### src/core/acr_pkg.sv
// Package: register map, field layout and codes of the ADC config bank
package acr_pkg;

    localparam int ACR_NREG = 15;
    localparam logic [7:0] ACR_RESET_VAL = 8'h00;

    // Register offsets
    localparam logic [7:0] ADDR_SOFT_RESET_AND_READBACK = 8'h00;
    localparam logic [7:0] ADDR_OUTPUT_SWING_SELECT = 8'h01;
    localparam logic [7:0] ADDR_PERFORMANCE_MODE_ONE = 8'h03;
    localparam logic [7:0] ADDR_GAIN_AND_PATTERN_SELECT = 8'h25;
    localparam logic [7:0] ADDR_BUFFER_DRIVE_STRENGTH = 8'h26;
    localparam logic [7:0] ADDR_FORMAT_AND_OFFSET_ENABLE = 8'h3d;
    localparam logic [7:0] ADDR_CUSTOM_WORD_HIGH = 8'h3f;
    localparam logic [7:0] ADDR_CUSTOM_WORD_LOW = 8'h40;
    localparam logic [7:0] ADDR_INTERFACE_AND_CLOCK_RISE = 8'h41;
    localparam logic [7:0] ADDR_CLOCK_FALL_LATENCY_STANDBY = 8'h42;
    localparam logic [7:0] ADDR_POWER_DOWN_AND_SWING_ENABLE = 8'h43;
    localparam logic [7:0] ADDR_PERFORMANCE_MODE_TWO = 8'h4a;
    localparam logic [7:0] ADDR_OFFSET_TARGET_LEVEL = 8'hbf;
    localparam logic [7:0] ADDR_OFFSET_LOOP_CONTROL = 8'hcf;
    localparam logic [7:0] ADDR_SLOW_RATE_SELECT = 8'hdf;

    // Storage index of each register, in offset order
    localparam logic [7:0] ACR_ADDR [ACR_NREG] = '{
        ADDR_SOFT_RESET_AND_READBACK,
        ADDR_OUTPUT_SWING_SELECT,
        ADDR_PERFORMANCE_MODE_ONE,
        ADDR_GAIN_AND_PATTERN_SELECT,
        ADDR_BUFFER_DRIVE_STRENGTH,
        ADDR_FORMAT_AND_OFFSET_ENABLE,
        ADDR_CUSTOM_WORD_HIGH,
        ADDR_CUSTOM_WORD_LOW,
        ADDR_INTERFACE_AND_CLOCK_RISE,
        ADDR_CLOCK_FALL_LATENCY_STANDBY,
        ADDR_POWER_DOWN_AND_SWING_ENABLE,
        ADDR_PERFORMANCE_MODE_TWO,
        ADDR_OFFSET_TARGET_LEVEL,
        ADDR_OFFSET_LOOP_CONTROL,
        ADDR_SLOW_RATE_SELECT};
    // Writable bits; reserved bits are not stored and read as zero
    localparam logic [7:0] ACR_WMASK [ACR_NREG] = '{
        8'h01, 8'hfc, 8'h03, 8'hff, 8'h03, 8'he0, 8'hff, 8'hfc,
        8'hff, 8'hcc, 8'h53, 8'h01, 8'hfc, 8'hbc, 8'h30};

    // Field positions
    localparam int BIT_READBACK = 0;
    localparam int BIT_SOFT_RESET = 1;
    localparam int SWING_LSB = 2;
    localparam int GAIN_LSB = 4;
    localparam int BIT_GAIN_DISABLE = 3;
    localparam int PATTERN_LSB = 0;
    localparam int BIT_DATA_DRIVE = 0;
    localparam int BIT_OUTCLK_DRIVE = 1;
    localparam int FORMAT_LSB = 6;
    localparam int BIT_DC_TRIM = 5;
    localparam int BIT_DIGITAL_PATH = 3;
    localparam int SWING_EN_LSB = 0;
    localparam int BIT_PERF_TWO = 0;
    localparam int PERF_ONE_LSB = 0;

    localparam logic [3:0] GAIN_MAX = 4'hc;
    localparam logic [1:0] SWING_EN_ON = 2'h3;
    localparam logic [1:0] FMT_TWOS = 2'h2;
    localparam logic [1:0] FMT_OFFSET = 2'h3;
    localparam logic [13:0] TOGGLE_WORD = 14'h1555;
    localparam logic [1:0] RAMP12_DIV_LAST = 2'h3;
    localparam logic [3:0] SERIAL_LAST_BIT = 4'hf;
    localparam logic [3:0] SERIAL_ADDR_LAST = 4'h7;

    typedef enum logic [2:0] {
        PAT_NORMAL = 3'b000,
        PAT_ZEROS = 3'b001,
        PAT_ONES = 3'b010,
        PAT_TOGGLE = 3'b011,
        PAT_RAMP = 3'b100,
        PAT_CUSTOM = 3'b101,
        PAT_UNUSED6 = 3'b110,
        PAT_UNUSED7 = 3'b111
    } acr_pattern_e;

    // Decoded settings handed to the analog and output stages
    typedef struct packed {
        logic [5:0] swing_code;
        logic [1:0] perf_boost_one;
        logic perf_boost_two;
        logic [3:0] gain_code;
        logic outclk_drive_double;
        logic data_drive_double;
        logic twos_complement;
        logic dc_trim_enable;
        logic digital_path_enable;
    } acr_cfg_s;

endpackage

### src/core/acr_bank.sv
// Serially programmed configuration bank and test-pattern output stage
//
// Contract
// Soft reset bit clears all, self-clears
// Readback bit turns shared pin into serial out
// Swing field selects output amplitude code
// Swing applies only when swing enable set
// Controller writes 11 or 00 to boost one
// Controller enables both performance boosts
// Gain field, half-dB steps up to 6dB
// Gain only without disable and low latency
// Patterns: normal, all zeros, all ones
// Toggle pattern alternates 0101 and complement
// 12-bit ramp steps every fourth sample
// 14-bit ramp steps every sample
// Custom pattern from two custom registers
// Controller avoids pattern codes 110, 111
// Output clock drive strength bit
// Data output drive strength bit
// Format field overrides format strap pin
// All registers reset to zero; one write
// Sixteen-bit words on falling serial clock
// Readback mode blocks writes except address zero
// Swing enable active only at code 11
// Low latency bypasses gain, patterns, trim
// Controller writes zeros to reserved bits
// Patterns replace data with same timing
`timescale 1ns/1ps
`default_nettype none

module acr_bank
    import acr_pkg::*;
#(
    parameter bit RES_14 = 1'b1
) (
    input wire logic clock,
    input wire logic rst,
    input wire logic reset_pin,
    input wire logic serial_clk,
    input wire logic serial_select_n,
    input wire logic serial_in_line,
    input wire logic [1:0] format_strap_pin,
    input wire logic sample_valid,
    input wire logic [13:0] sample_data,
    input wire logic overrange,
    output logic overrange_or_readback_pin,
    output logic out_valid,
    output logic [13:0] out_data,
    output acr_cfg_s cfg
);

    // ------------------------------------------------------------
    // Register lookup
    // ------------------------------------------------------------
    function automatic logic [4:0] reg_index(input logic [7:0] addr);
        logic [4:0] idx;
        // Unmapped addresses land past the end of the table
        idx = 5'h1f;
        for (int i = 0; i < ACR_NREG; i++) begin
            if (ACR_ADDR[i] == addr) begin
                idx = 5'(i);
            end
        end
        return idx;
    endfunction

    // ------------------------------------------------------------
    // Pin synchronisers
    // ------------------------------------------------------------
    logic [1:0] sclk_s_q;
    logic [1:0] sen_s_q;
    logic [1:0] sdin_s_q;
    logic [1:0] hrst_s_q;
    logic sclk_prev_q;

    // Reset values match the idle pin levels, so no false edge follows
    always_ff @(posedge clock) begin
        if (rst) begin
            sclk_s_q <= 2'h0;
            sen_s_q <= 2'h3;
            sdin_s_q <= 2'h0;
            hrst_s_q <= 2'h0;
            sclk_prev_q <= 1'b0;
        end else begin
            sclk_s_q <= {sclk_s_q[0], serial_clk};
            sen_s_q <= {sen_s_q[0], serial_select_n};
            sdin_s_q <= {sdin_s_q[0], serial_in_line};
            hrst_s_q <= {hrst_s_q[0], reset_pin};
            sclk_prev_q <= sclk_s_q[1];
        end
    end

    logic sclk_fall;
    logic sen_active;
    logic sdin;
    assign sen_active = ~sen_s_q[1];
    assign sdin = sdin_s_q[1];
    // Falling edge of the serial clock while the port is selected
    assign sclk_fall = sen_active & sclk_prev_q & ~sclk_s_q[1];

    // ------------------------------------------------------------
    // Serial shifter
    // ------------------------------------------------------------
    logic [3:0] bit_cnt_q;
    logic [14:0] shift_q;
    logic word_done;
    logic [7:0] wr_addr;
    logic [7:0] wr_data;
    logic [7:0] rd_addr;

    assign word_done = sclk_fall && (bit_cnt_q == SERIAL_LAST_BIT);
    // Address first, then data, taken on the sixteenth edge
    assign wr_addr = shift_q[14:7];
    assign wr_data = {shift_q[6:0], sdin};
    assign rd_addr = {shift_q[6:0], sdin};

    always_ff @(posedge clock) begin
        if (rst || !sen_active) begin
            bit_cnt_q <= 4'h0;
            shift_q <= 15'h0000;
        end else if (sclk_fall) begin
            // Counter wraps so several words fit one select window
            bit_cnt_q <= bit_cnt_q + 4'h1;
            shift_q <= {shift_q[13:0], sdin};
        end
    end

    // ------------------------------------------------------------
    // Register storage
    // ------------------------------------------------------------
    logic [7:0] regs_q [ACR_NREG];
    logic soft_rst_q;
    logic bank_clear;
    logic readback_on;
    logic [4:0] wr_idx;

    assign wr_idx = reg_index(wr_addr);
    assign readback_on = regs_q[0][BIT_READBACK];
    // Pin reset and soft reset share the clear path of rst
    assign bank_clear = rst || hrst_s_q[1] || soft_rst_q;

    // Soft reset lives one cycle only, so the bit never reads back set
    always_ff @(posedge clock) begin
        if (rst || hrst_s_q[1]) begin
            soft_rst_q <= 1'b0;
        end else begin
            soft_rst_q <= word_done && wr_addr == ADDR_SOFT_RESET_AND_READBACK
                          && wr_data[BIT_SOFT_RESET];
        end
    end

    generate
        for (genvar g = 0; g < ACR_NREG; g++) begin : g_reg
            always_ff @(posedge clock) begin
                if (bank_clear) begin
                    regs_q[g] <= ACR_RESET_VAL;
                end else if (word_done && wr_idx == 5'(g)
                             && (!readback_on || g == 0)) begin
                    // Whole byte at once; reserved bits are dropped
                    regs_q[g] <= wr_data & ACR_WMASK[g];
                end
            end
        end
    endgenerate

    // ------------------------------------------------------------
    // Readback shifter
    // ------------------------------------------------------------
    logic [7:0] rd_sh_q;
    logic [4:0] rd_idx;
    logic [7:0] rd_val;

    // The address is complete on the eighth falling edge
    assign rd_idx = reg_index(rd_addr);
    // Address zero cannot be read back and returns zero
    always_comb begin
        rd_val = 8'h00;
        if (rd_idx != 5'h1f && rd_idx != 5'h00) begin
            rd_val = regs_q[rd_idx[3:0]];
        end
    end

    always_ff @(posedge clock) begin
        if (rst || !sen_active || !readback_on) begin
            rd_sh_q <= 8'h00;
        end else if (sclk_fall && bit_cnt_q == SERIAL_ADDR_LAST) begin
            rd_sh_q <= rd_val;
        end else if (sclk_fall) begin
            rd_sh_q <= {rd_sh_q[6:0], 1'b0};
        end
    end

    // ------------------------------------------------------------
    // Shared pin
    // ------------------------------------------------------------
    // Over-range comes from the sample side, already on this clock
    always_ff @(posedge clock) begin
        if (rst) begin
            overrange_or_readback_pin <= 1'b0;
        end else begin
            overrange_or_readback_pin <= readback_on ? rd_sh_q[7]
                                                     : overrange;
        end
    end

    // ------------------------------------------------------------
    // Format strap synchroniser
    // ------------------------------------------------------------
    // A strap is a board level, yet it is still a pin with no clock
    logic [1:0] strap_s0_q;
    logic [1:0] strap_q;

    always_ff @(posedge clock) begin
        if (rst) begin
            strap_s0_q <= 2'h0;
            strap_q <= 2'h0;
        end else begin
            strap_s0_q <= format_strap_pin;
            strap_q <= strap_s0_q;
        end
    end

    // ------------------------------------------------------------
    // Decoded configuration
    // ------------------------------------------------------------
    logic low_latency;
    logic [1:0] swing_en;
    logic [1:0] fmt_sel;
    logic [3:0] gain_raw;
    acr_pattern_e pattern;

    assign low_latency = ~regs_q[9][BIT_DIGITAL_PATH];
    assign swing_en = regs_q[10][SWING_EN_LSB +: 2];
    assign fmt_sel = regs_q[5][FORMAT_LSB +: 2];
    assign gain_raw = regs_q[3][GAIN_LSB +: 4];
    assign pattern = acr_pattern_e'(regs_q[3][PATTERN_LSB +: 3]);

    always_ff @(posedge clock) begin
        if (rst) begin
            cfg <= '0;
        end else begin
            // Custom swing only under the one legal enable code
            cfg.swing_code <= (swing_en == SWING_EN_ON)
                ? regs_q[1][SWING_LSB +: 6] : 6'h00;
            cfg.perf_boost_one <= regs_q[2][PERF_ONE_LSB +: 2];
            cfg.perf_boost_two <= regs_q[11][BIT_PERF_TWO];
            // Codes above 6dB are clamped rather than left undefined
            cfg.gain_code <= (regs_q[3][BIT_GAIN_DISABLE] || low_latency)
                ? 4'h0
                : (gain_raw > GAIN_MAX ? GAIN_MAX : gain_raw);
            cfg.outclk_drive_double <= regs_q[4][BIT_OUTCLK_DRIVE];
            cfg.data_drive_double <= regs_q[4][BIT_DATA_DRIVE];
            cfg.twos_complement <= (fmt_sel == FMT_TWOS) ? 1'b1
                : (fmt_sel == FMT_OFFSET) ? 1'b0
                : ~strap_q[1];
            cfg.dc_trim_enable <= regs_q[5][BIT_DC_TRIM] & ~low_latency;
            cfg.digital_path_enable <= ~low_latency;
        end
    end

    // ------------------------------------------------------------
    // Test-pattern generators
    // ------------------------------------------------------------
    logic toggle_q;
    logic [13:0] ramp_q;
    logic [1:0] ramp_div_q;

    // Each generator restarts from its first word when picked again
    always_ff @(posedge clock) begin
        if (bank_clear || pattern != PAT_TOGGLE) begin
            toggle_q <= 1'b0;
        end else if (sample_valid) begin
            toggle_q <= ~toggle_q;
        end
    end

    always_ff @(posedge clock) begin
        if (bank_clear || pattern != PAT_RAMP) begin
            ramp_q <= 14'h0000;
            ramp_div_q <= 2'h0;
        end else if (sample_valid) begin
            if (RES_14) begin
                ramp_q <= ramp_q + 14'h0001;
            end else begin
                ramp_div_q <= ramp_div_q + 2'h1;
                if (ramp_div_q == RAMP12_DIV_LAST) begin
                    // Wraps after 4095 through the 12-bit width
                    ramp_q <= {2'b00, ramp_q[11:0] + 12'h001};
                end
            end
        end
    end

    // ------------------------------------------------------------
    // Output word selection
    // ------------------------------------------------------------
    logic [13:0] width_mask;
    logic [13:0] custom_word;
    logic [13:0] conv_word;
    logic [13:0] pat_word;
    logic [13:0] msb_bit;

    assign width_mask = RES_14 ? 14'h3fff : 14'h0fff;
    assign msb_bit = RES_14 ? 14'h2000 : 14'h0800;
    // The 12-bit variant takes the upper twelve custom bits
    assign custom_word = RES_14
        ? {regs_q[6], regs_q[7][7:2]}
        : {2'b00, regs_q[6], regs_q[7][7:4]};
    // Incoming samples are offset binary; flip the sign bit for twos
    assign conv_word = (sample_data & width_mask)
                       ^ (cfg.twos_complement ? msb_bit : 14'h0000);

    always_comb begin
        // Unused codes pass live data rather than freeze the bus
        unique case (pattern)
            PAT_NORMAL: pat_word = conv_word;
            PAT_ZEROS: pat_word = 14'h0000;
            PAT_ONES: pat_word = width_mask;
            PAT_TOGGLE: pat_word = (toggle_q ? ~TOGGLE_WORD : TOGGLE_WORD)
                                   & width_mask;
            PAT_RAMP: pat_word = ramp_q & width_mask;
            PAT_CUSTOM: pat_word = custom_word;
            PAT_UNUSED6: pat_word = conv_word;
            PAT_UNUSED7: pat_word = conv_word;
        endcase
    end

    // Same register stage for every source keeps timing identical
    always_ff @(posedge clock) begin
        if (rst) begin
            out_data <= 14'h0000;
            out_valid <= 1'b0;
        end else begin
            out_valid <= sample_valid;
            if (sample_valid) begin
                out_data <= low_latency ? conv_word : pat_word;
            end
        end
    end

endmodule

`default_nettype wire

### config.mk
export PLATFORM = sky130hd
export DESIGN_NAME = acr_bank
export DESIGN_NICKNAME = d
export VERILOG_FILES = /design/src/core/acr_pkg.sv /design/src/core/acr_bank.sv
export SDC_FILE = /design/constraint.sdc
export NUM_CORES = 1
export LEC_CHECK = 0
export ABC_AREA = 1
export BUFFER_PORTS_ARGS = -buffer_cell sky130_fd_sc_hd__clkbuf_2
export CORE_MARGIN = 4
export CORE_UTILIZATION = 42
export DETAILED_ROUTE_END_ITERATION = 6
export PLACE_DENSITY_LB_ADDON = 0.3
export SLEW_MARGIN = 40
export SYNTH_ARGS = -nofsm -noshare
export SYNTH_HDL_FRONTEND = slang
export SYNTH_SLANG_ARGS = --single-unit
### constraint.sdc
create_clock -name clock -period 6.51 [get_ports clock]
set_clock_uncertainty 0.2 [all_clocks]
set_input_delay 1.302 -clock clock [delete_from_list [all_inputs] [get_ports clock]]
set_output_delay 1.302 -clock clock [all_outputs]
set_load 0.02 [all_outputs]
# --- Word level (Yosys, flattened, before mapping) ---
# Memories as Yosys holds them, arrays and structs flattened. A register that Yosys moved wholly into a read port is not among the register bits.
# Index checks and enable logic that the tools add are counted.
word_totals:
  reg_bits: 79
  mem_bits_rw: 120
  in_bits: 24
  output_inout_bits: 34
  wordCells: 262
  n_memories: 1
memory_table:
  columns: ["name", "depth", "width", "rd", "rd_ports_with_merged_regs", "write_ports", "line_no", "text"]
  rows:
  - ["regs_q", 15, 8, 12, 4, 15, "acr_bank.sv:131", "logic [7:0] regs_q [ACR_NREG];"]
classes:
  add_sub_neg: 2
  order_cmp: 1
  eq_ne: 57
  mux: 103
  n_bitwise: 25
  n_reduce_logical: 52
op_table:
  columns: ["cell", "n"]
  rows:
  - ["5-bit 2-to-1 mux", 30]
  - ["8-bit 2-to-1 mux", 18]
  - ["14-bit one-hot mux with 6 select lines", 1]
  - ["7-bit by 8-bit == test with 1-bit output (first input constant)", 10]
  - ["6-bit by 8-bit == test with 1-bit output (first input constant)", 8]
  - ["1-bit 2-to-1 mux", 50]
  - ["8-bit == test (first input constant)", 6]
  - ["14-bit 2-to-1 mux", 3]
  - ["5-bit by 4-bit == test with 1-bit output (second input constant)", 7]
  - ["1-bit logical AND", 34]
  - ["5-bit by 3-bit == test with 1-bit output (second input constant)", 4]
  - ["1-bit by 8-bit == test with 1-bit output (first input constant)", 2]
  - ["2-bit by 8-bit == test with 1-bit output (first input constant)", 2]
  - ["8-bit logical NOT", 2]
  - ["1-bit bitwise OR", 15]
  - ["14-bit by 1-bit adder with 14-bit output (second input constant)", 1]
  - ["14-bit bitwise XOR", 1]
  - ["3-bit == test (second input constant)", 4]
  - ["5-bit by 2-bit == test with 1-bit output (second input constant)", 2]
  - ["1-bit logical OR", 7]
  - ["2-bit == test (second input constant)", 3]
  - ["3-bit by 2-bit == test with 1-bit output (second input constant)", 2]
  - ["1-bit inverter", 6]
  - ["3-bit OR reduction", 2]
  - ["17 further kinds", 20]

# --- Longest topological paths before layout ---
# Gate-level depths: netlist (run 1).
logic_depth:
  ltp_word: 23
  ltp_mapped: 16
  ltp_nobuf: 16

# --- Worst setup path before layout (run 1) ---
# Ideal clock, no wire load.
synth_timing:
  kind: "input-to-reg"
  from: "input port rst"
  to: "memory regs_q[1][2] (enable)"
  setup_time_ns: 0.329
  t_arrival_ns: 2.451
  t_required_ns: 5.981
  path_slack_ns: 3.530
  cell_stages: 4
  path_buffers: 2
  path_cell_list: "clkbuf_1 -> nor3_4 -> clkbuf_1 -> o21ai_0"
synth_rtl:
  columns: ["item", "line_no", "text"]
  rows:
  - ["start: declaration", "acr_bank.sv:37", "input wire logic rst,"]
  - ["end: declaration", "acr_bank.sv:131", null]

==> flow_summary_export.csv, run 1 <==
group,metric,value,unit
outcome,status,"finished, final reports clean",
die,io_pins,58,
setup_path,startpoint_type,"flip-flop",
logic_synthesis,synth_area_per_cell,7.84,um^2
die,core_area,0.0174,mm^2
route,vias,6493,
grt,grt.total_usage,19.9,%
clocking,ctsLongestPathBuffers,2,
logic_synthesis,synth_top_area_cell,"edfxtp_1",
logic_synthesis,yosys_warnings,0,
layout,diodes,0,
clocking,cts_hold_buffers,0,
route,dr.pass1.iters,5,
layout,fin_area,0.00851,mm^2
logic_synthesis,ys_top_cells_by_count,"nand2_1, nor2_1, inv_1, dfxtp_1, a21oi_1",
setup_path,reg2reg_from,"sclk_s_q[1]$_SDFF_PP0_",
logic_synthesis,synthDistinctLibCells,42,
setup_path,crit_start,"sclk_s_q[1]$_SDFF_PP0_",
grt,grt_pass1_vias,5972,
timing,tns,0,ns
layout,final_cells,1244,
die,die_h,142,um
route,drt_iter0_markers,482,
route,wirelength,19.3,mm
placement,placedCellCount,1212,
layout,layout-drive-gt1-share,15.4,%
timing,drv_slew,0,
timing,fmax,310,MHz
layout,final_util,48.8,%
placement,dpl_cell_area,0.00796,mm^2
layout,final_nets,1032,
timing,fin_crit,3.23,ns
route,routed_via_density,5.22,
grt,antenna_found_initial,0,
logic_synthesis,netlist_area,0.00752,mm^2
die,rows,48,
worst_hold_path,min-delay-start,"strap_s0_q[1]$_SDFF_PP0_",
setup_path,worstPathArrival,3.08,ns
setup_path,cp-end-kind,"flip-flop",
placement,portBuffers,56,
clocking,cts_setup_buffers,0,
power,total_power,2.11,mW
route,post_drt_wl_per_cell,15.5,um
clocking,cts_root_buf,"clkbuf_16",
logic_synthesis,synth.area.top_cells,"edfxtp_1, dfxtp_1, nand2_1, nor2_1, a21oi_1",
placement,place_congestion,0.931,
timing,hold_viol,0,
worst_hold_path,hold_class,"reg -> reg",
placement,dpl.hpwl,13.9,mm
layout,syn2layout_area_growth,13.2,%
setup_path,cp_max_fo,32,
clocking,cts_resized,0,
logic_synthesis,yosysMostFrequentCell,"nand2_1",
logic_synthesis,synth-edff-count,66,
clocking,h-tree-depth,4,
power,p_leak,3.34,nW
timing,rsz0062_at_grt,"false",
logic_synthesis,seq_area_frac_synth,49.8,%
setup_path,crit_type,"reg -> reg",
logic_synthesis,async_reset_ff_share,0,%
timing,finalCritPeriodShare,49.5,%
logic_synthesis,synth_nets,985,
setup_path,cp.required,6.36,ns
die,initial_core_util,43.2,%
logic_synthesis,synth_top_flop_cell,"dfxtp_1",
timing,slew-limit-headroom,44.5,%
power,peakVddDrop,216,uV
logic_synthesis,synth-seq-cells,154,
timing,setup_viol,0,
die,dieArea,0.0201,mm^2
layout,nFillCells,1725,
route,drc,0,
timing,worst-slew-pin-transition,0.823,ns
clocking,clk-insertion-delay-late,0.43,ns
grt,grt_max_degree,33,
grt,grt_pass1_wl,31.3,mm
run,maxCapViolations,0,
route,postRouteAntennaNets,0,
clocking,tritoncts,"done",
die,die_w,142,um
clocking,numCtsBuffers,17,
grt,grt_overflow_total,0,
clocking,cts.sinks,154,
logic_synthesis,synth_top_area_share,26.4,%
clocking,clk_pin_slew_worst_paths,0.06,ns
logic_synthesis,syn-instance-count,959,
power,p_per_area,248,mW/mm^2
-- area by class of cell --
cell class	instances	area (um^2)	share of cell area, %
flip-flops and latches	154	3740	44.0
multi-input cells	647	3130	36.8
inverters	125	473	5.56
clock buffers	21	462	5.43
repair buffers	61	325	3.82
well taps	225	282	3.31
clock inverters	11	87.6	1.03
-- critical path, cell delays in order, from the launching register on --
cell and delay (ns):
dfxtp_1 0.31, inv_2 0.05, nand2_2 0.12, nor2_4 0.31, inv_2 0.31, nor2_4 0.17, nand2_2 0.09, nor2_4 0.15
inv_2 0.07, nor2_4 0.11, o2111ai_1 0.26, o21ai_0 0.70
-- per-stage QoR --
stage / setup slack [ns] / hold slack (ns)
final: 3.28 / 0.199
after global routing: 3.00 / 0.219
after CTS: 3.30 / 0.200
after detailed placement: 3.16 / 0.193
after global placement: 2.76 / 0.193
after floorplan: 3.53 / 0.188
-- where the power goes --
| part | internal (mW) | total [mW] | leakage, nW | switching, mW |
|---|---|---|---|---|
| logic | 0.0405 | 0.131 | 1.67 | 0.0902 |
| registers | 1.04 | 1.06 | 1.40 | 0.0194 |
| clock network | 0.516 | 0.920 | 0.271 | 0.404 |
-- sequential cells by signal, indices dropped and copies added, names as in the netlist, 4 cells and up --
register and cells:
cfg 18, regs_q 66, out_data 14, bit_cnt_q 4, shift_q 15, rd_sh_q 8
ramp_q 14
-- per-layer routing --
| metal | GRT usage (%) | routed length (um) | vias to the layer above |
|---|---|---|---|
| met5 | 0 | 0 | - |
| met4 | 7.42 | 507 | 0 |
| met3 | 4.42 | 1290 | 36 |
| met2 | 29.9 | 8690 | 248 |
| met1 | 28.1 | 8820 | 2960 |
| li1 | - | - | 3249 |
-- worst paths after layout --
kind / to / slack, ns / cells past startpoint
worst max register to register: regs_q[12][6]$_SDFFCE_PN0P_ / 3.28 / 11
worst max-delay path: regs_q[12][6]$_SDFFCE_PN0P_ / 3.28 / 11
worst min-delay path: strap_q[1]$_SDFF_PP0_ / 0.20 / 2
worst min register to register: strap_q[1]$_SDFF_PP0_ / 0.20 / 2
-- kinds of logic (layout without fill, tap and decap cells) --
kind of cell,after synthesis,after routing,synth area share [%]
buffers and inverters,158,218,8.54
flip-flops,154,154,49.8
AO/OA/AOI/OAI,173,173,12.5
XOR/XNOR,4,4,0.466
AND/OR/NAND/NOR,468,468,28.4
adder cells (fa/ha/maj),2,2,0.333
-- layout by cell type, fill, tap and decap left out, types with 3 or more instances in the layout --
cell and count:
inv_1 100, nand2_1 179, nand3_1 53, clkinv_4 5
o2111ai_1 6, nand3_4 3, o21ai_0 64, nor2_2 8
nand4_1 9, inv_2 20, clkbuf_1 3, nor3_1 18
nor2_4 8, edfxtp_1 66, o211ai_1 7, or2_2 3
clkbuf_16 18, nand3_2 5, a31oi_1 4, clkinv_1 4
o21ai_1 9, dfxtp_1 88, nor2_1 158, nand2_2 10
nor4_1 8, a21oi_1 75, buf_4 3, clkbuf_2 56
Note: power is estimated with default switching activity, not from simulation.
==> run 2: changes to the inputs <==
Clock period 6.51 ns to 3 ns, I/O delays scaled along.
==> run 2 against run 1 <==
  * Via count up 2.8%
  * Register-to-register slack got worse by 2.9 ns
  * First-iteration DRC count rose by 0.21%
  * Critical path depth is the same
  * Global-route usage increased by 0.42 points
  * Power up 130%
  * Wire length grew 3.4%
  * Sequential power grew 120%
  * Critical path type unchanged
==> flow_summary_export.csv, run 2 (synthesized netlist as in run 1, its figures left out) <==
group,metric,value,unit
timing,slew-limit-headroom,64.5,%
clocking,ctsLongestPathBuffers,2,
clocking,clk-insertion-delay-late,0.42,ns
grt,antenna_found_initial,0,
timing,worst-slew-pin-transition,0.532,ns
die,rows,48,
setup_path,worstPathArrival,2.57,ns
placement,portBuffers,56,
power,total_power,4.76,mW
clocking,cts_hold_buffers,0,
grt,grt_overflow_total,0,
placement,place_congestion,0.970,
power,p_per_area,547,mW/mm^2
layout,largest_reg_flops,66,
power,peakVddDrop,560,uV
layout,layout-drive-gt1-share,17.2,%
layout,final_nets,1054,
layout,final_common_cell,"nand2_1",
grt,grt_pass1_vias,6177,
clocking,cts.sinks,154,
grt,grt_max_degree,32,
run,maxCapViolations,0,
timing,drv_slew,0,
timing,hold_viol,0,
layout,reg_top3,"regs_q (66), cfg (18), shift_q (15)",
clocking,h-tree-depth,4,
grt,grt.total_usage,20.3,%
power,p_leak,3.45,nW
layout,mostFrequentLayoutCells,"nand2_1, nor2_1, inv_1",
layout,syn2layout_area_growth,15.9,%
clocking,clk_pin_slew_worst_paths,0.07,ns
route,wirelength,20.0,mm
route,routed_via_density,5.27,
clocking,tritoncts,"done",
setup_path,startpoint_type,"flip-flop",
layout,regMostFlops,"regs_q",
timing,tns,0,ns
timing,fin_crit,2.64,ns
timing,finalCritPeriodShare,87.9,%
route,drt_iter0_markers,483,
clocking,cts_setup_buffers,0,
setup_path,crit_type,"reg -> reg",
route,postRouteAntennaNets,0,
timing,setup_viol,0,
setup_path,cp.required,2.93,ns
setup_path,worst-r2r-setup-slack,0.36,ns
worst_hold_path,hold_class,"in -> reg",
grt,grt_pass1_wl,31.8,mm
layout,nFillCells,1686,
die,io_pins,58,
route,post_drt_wl_per_cell,15.8,um
die,dieArea,0.0201,mm^2
setup_path,cp-end-kind,"flip-flop",
die,die_h,142,um
route,drc,0,
outcome,status,"finished, final reports clean",
die,core_area,0.0174,mm^2
clocking,cts_root_buf,"clkbuf_16",
route,dr.pass1.iters,4,
die,initial_core_util,43.2,%
placement,dpl.hpwl,14.7,mm
layout,multi_input_area,0.00313,mm^2
route,vias,6678,
die,die_w,142,um
clocking,cts_resized,0,
layout,seqCellArea,0.00374,mm^2
timing,rsz0062_at_grt,"false",
clocking,numCtsBuffers,17,
timing,fmax,379,MHz
setup_path,cp_max_fo,6,
## run 2: where the power goes
group	total (mW)	switching (mW)	internal, mW
clock	2.17	0.879	1.29
sequential	2.30	0.0403	2.26
combinational	0.300	0.204	0.0965
total	4.76	1.12	3.64
## run 2: path summary, 6_finish.rpt
check                                 from                    endpoint  cells past startpoint
setup / recovery  shift_q[13]$_SDFFE_PP0P_  regs_q[1][3]$_SDFFCE_PN0P_                     11
hold / removal             serial_select_n       sen_s_q[0]$_SDFF_PP1_                      2
setup reg to reg  shift_q[13]$_SDFFE_PP0P_  regs_q[1][3]$_SDFFCE_PN0P_                     11
hold reg to reg   strap_s0_q[1]$_SDFF_PP0_       strap_q[1]$_SDFF_PP0_                      2
## run 2: through the flow
step	hold WS, ns	setup slack [ns]	std cells	utilization, %	cell area (um^2)
after floorplan	0.188	0.660	959	-	7520
after global placement	0.193	0.448	1234	46.6	8110
after detailed placement	0.196	0.364	1234	46.6	8110
after CTS	0.149	0.339	1266	50.0	8710
after global routing	0.164	0.0955	1266	50.0	8710
final	0.161	0.362	1267	50.0	8710
## run 2: cell type report
class	count	area share, %
flip-flops and latches	154	43.0
multi-input cells	647	36.0
repair buffers	83	5.54
inverters	125	5.43
clock buffers	21	5.30
well taps	225	3.23
clock inverters	11	1.54
diodes	1	0.0287
## run 2: per-layer routing
| metal | global-route usage [%] | routed length, um | vias to the layer above |
|---|---|---|---|
| li1 | - | - | 3301 |
| met4 | 6.97 | 432 | 0 |
| met3 | 4.89 | 1360 | 31 |
| met5 | 0 | 0 | - |
| met2 | 33.6 | 9540 | 222 |
| met1 | 26.1 | 8630 | 3124 |
## run 2: worst max-delay path: stages (launching register included)
cell	delay, ns
dfxtp_1	0.43
nor2_1	0.09
nand2_1	0.08
inv_1	0.04
nand2_1	0.08
nor2_1	0.06
nor4_1	0.38
nand2_1	0.14
nor2_1	0.19
nand2_1	0.18
o21ai_0	0.27
buf_4	0.20
==> run 3: changes to the inputs <==
Settings changed: REMOVE_ABC_BUFFERS set to 1, SLEW_MARGIN 40 to 15.
==> run 3 against run 2 <==
  * Clock-buffer cell count is 2 lower
  * Cell area is 0.24% higher
  * Wire length is 1.5% higher
  * Critical path depth is 4 higher
  * Sequential share of layout area is 0.10 points lower
  * Largest cell class unchanged
==> flow_summary_export.csv, run 3 (synthesized netlist as in run 1, its figures left out) <==
group,metric,value,unit
outcome,status,"finished, final reports clean",
grt,grt_max_degree,32,
timing,fin_hold_ws,0.165,ns
clocking,clk_pin_slew_worst_paths,0.06,ns
clocking,cts.sinks,154,
layout,syn2layout_area_growth,16.2,%
power,switching_share,23.0,%
timing,slew-limit-headroom,62.1,%
setup_path,crit_type,"reg -> reg",
layout,multi_input_area,0.00314,mm^2
route,post_drt_wl_per_cell,16.0,um
layout,seqCellArea,0.00374,mm^2
timing,setup_viol,0,
setup_path,cp.required,3.15,ns
power,p_leak,3.45,nW
power,power.share.combinational,6.2,%
die,rows,48,
grt,antenna_found_initial,0,
setup_path,worstPathArrival,2.81,ns
layout,diodes,0,
layout,reg_top3,"regs_q (66), cfg (18), shift_q (15)",
setup_path,worst-r2r-setup-slack,0.35,ns
route,dr.pass1.iters,5,
timing,finalCritPeriodShare,88.4,%
clocking,clk-insertion-delay-late,0.42,ns
run,maxCapViolations,0,
clocking,cts_hold_buffers,0,
power,p_per_area,556,mW/mm^2
timing,fin_crit,2.65,ns
grt,grt_overflow_total,0,
timing,hold_viol,0,
placement,dpl.hpwl,14.8,mm
grt,grt_pass1_wl,32.6,mm
route,vias,6633,
setup_path,startpoint_type,"flip-flop",
power,share_seq_of_total_power,47.3,%
timing,drv_slew,0,
die,die_h,142,um
die,initial_core_util,43.2,%
layout,regMostFlops,"regs_q",
clocking,tritoncts,"done",
clocking,h-tree-depth,4,
placement,portBuffers,56,
route,postRouteAntennaNets,0,
layout,layout-drive-gt1-share,17.2,%
power,power_frac_clock,46.5,%
grt,grt.total_usage,20.7,%
die,die_w,142,um
power,peakVddDrop,505,uV
layout,final_nets,1052,
die,core_area,0.0174,mm^2
timing,rsz0062_at_grt,"false",
worst_hold_path,hold_class,"in -> reg",
die,dieArea,0.0201,mm^2
clocking,ctsLongestPathBuffers,2,
setup_path,cp_max_fo,19,
setup_path,cp-end-kind,"flip-flop",
layout,final_common_cell,"nand2_1",
route,routed_via_density,5.25,
route,wirelength,20.3,mm
power,switchingPower,1.12,mW
placement,place_congestion,0.929,
grt,grt_pass1_vias,6200,
timing,worst-slew-pin-transition,0.568,ns
route,drc,0,
layout,nFillCells,1697,
timing,tns,0,ns
power,internal-power,3.74,mW
clocking,numCtsBuffers,17,
route,drt_iter0_markers,521,
timing,fmax,377,MHz
layout,largest_reg_flops,66,
clocking,cts_root_buf,"clkbuf_16",
layout,mostFrequentLayoutCells,"nand2_1, nor2_1, inv_1",
die,io_pins,58,
run 3: metal layers:
layer  vias to the layer above  track usage (%)  wire (um)
met4                         0             7.88        607
met3                        45             3.67       1190
met1                      3073             26.9       8640
li1                       3285                -          -
met5                         -                0          0
met2                       230             34.6       9830
run 3: layout make-up:
cell class | count | share of cell area (%)
Clock buffer | 19 | 5.32
Clock inverter | 13 | 1.88
Inverter | 125 | 5.42
Multi-Input combinational cell | 647 | 35.9
Sequential cell | 154 | 42.9
Tap cell | 225 | 3.22
Timing Repair Buffer | 81 | 5.36
run 3: path summary, 6_finish.rpt:
kind                          startpoint                 endpoint  depth (start not counted)
hold / removal           serial_select_n    sen_s_q[0]$_SDFF_PP1_                          2
hold reg to reg   sdin_s_q[0]$_SDFF_PP0_   sdin_s_q[1]$_SDFF_PP0_                          2
setup reg to reg  sdin_s_q[1]$_SDFF_PP0_  rd_sh_q[2]$_SDFFE_PP0P_                         15
setup / recovery  sdin_s_q[1]$_SDFF_PP0_  rd_sh_q[2]$_SDFFE_PP0P_                         15
run 3: worst max-delay path, stage by stage (launching register included):
cell and delay [ns]:
dfxtp_1 0.39, inv_2 0.17, nand2_1 0.11, nand2_1 0.13, inv_1 0.06, nand2_2 0.08, nand3_4 0.11, nor2_8 0.16
nand3_4 0.25, inv_2 0.29, nand2_1 0.10, nand3_1 0.08, nand2_1 0.08, nand2_1 0.09, nand3_1 0.12, a21oi_1 0.14
run 3: repair_timing:
action                                  in CTS  in global routing
setup buffers                                0                  0
gates resized for setup                      0                  1
endpoints found under the setup margin       0                  4
run 3: stage by stage:
| stage | util (%) | instances | worst slack, ns | power, mW | area [um^2] |
|---|---|---|---|---|---|
| after floorplan | - | 926 | 0.433 | 2.51 | 7350 |
| after global placement | 46.5 | 1232 | 0.463 | 2.64 | 8100 |
| after detailed placement | 46.5 | 1232 | 0.423 | 2.64 | 8100 |
| after CTS | 50.1 | 1264 | 0.409 | 4.87 | 8730 |
| after global routing | 50.1 | 1264 | 0.0646 | 5.01 | 8730 |
| final | 50.1 | 1264 | 0.349 | 4.86 | 8730 |
run 3: power groups by stage:
stage          Clock (mW)  Combinational (mW)  Sequential, mW
6_report             2.26               0.301            2.30
5_1_grt              2.37               0.336            2.30
4_1_cts              2.27               0.302            2.30
3_5_place_dp            0               0.299            2.34
3_3_place_gp            0               0.296            2.34
2_1_floorplan           0               0.149            2.36
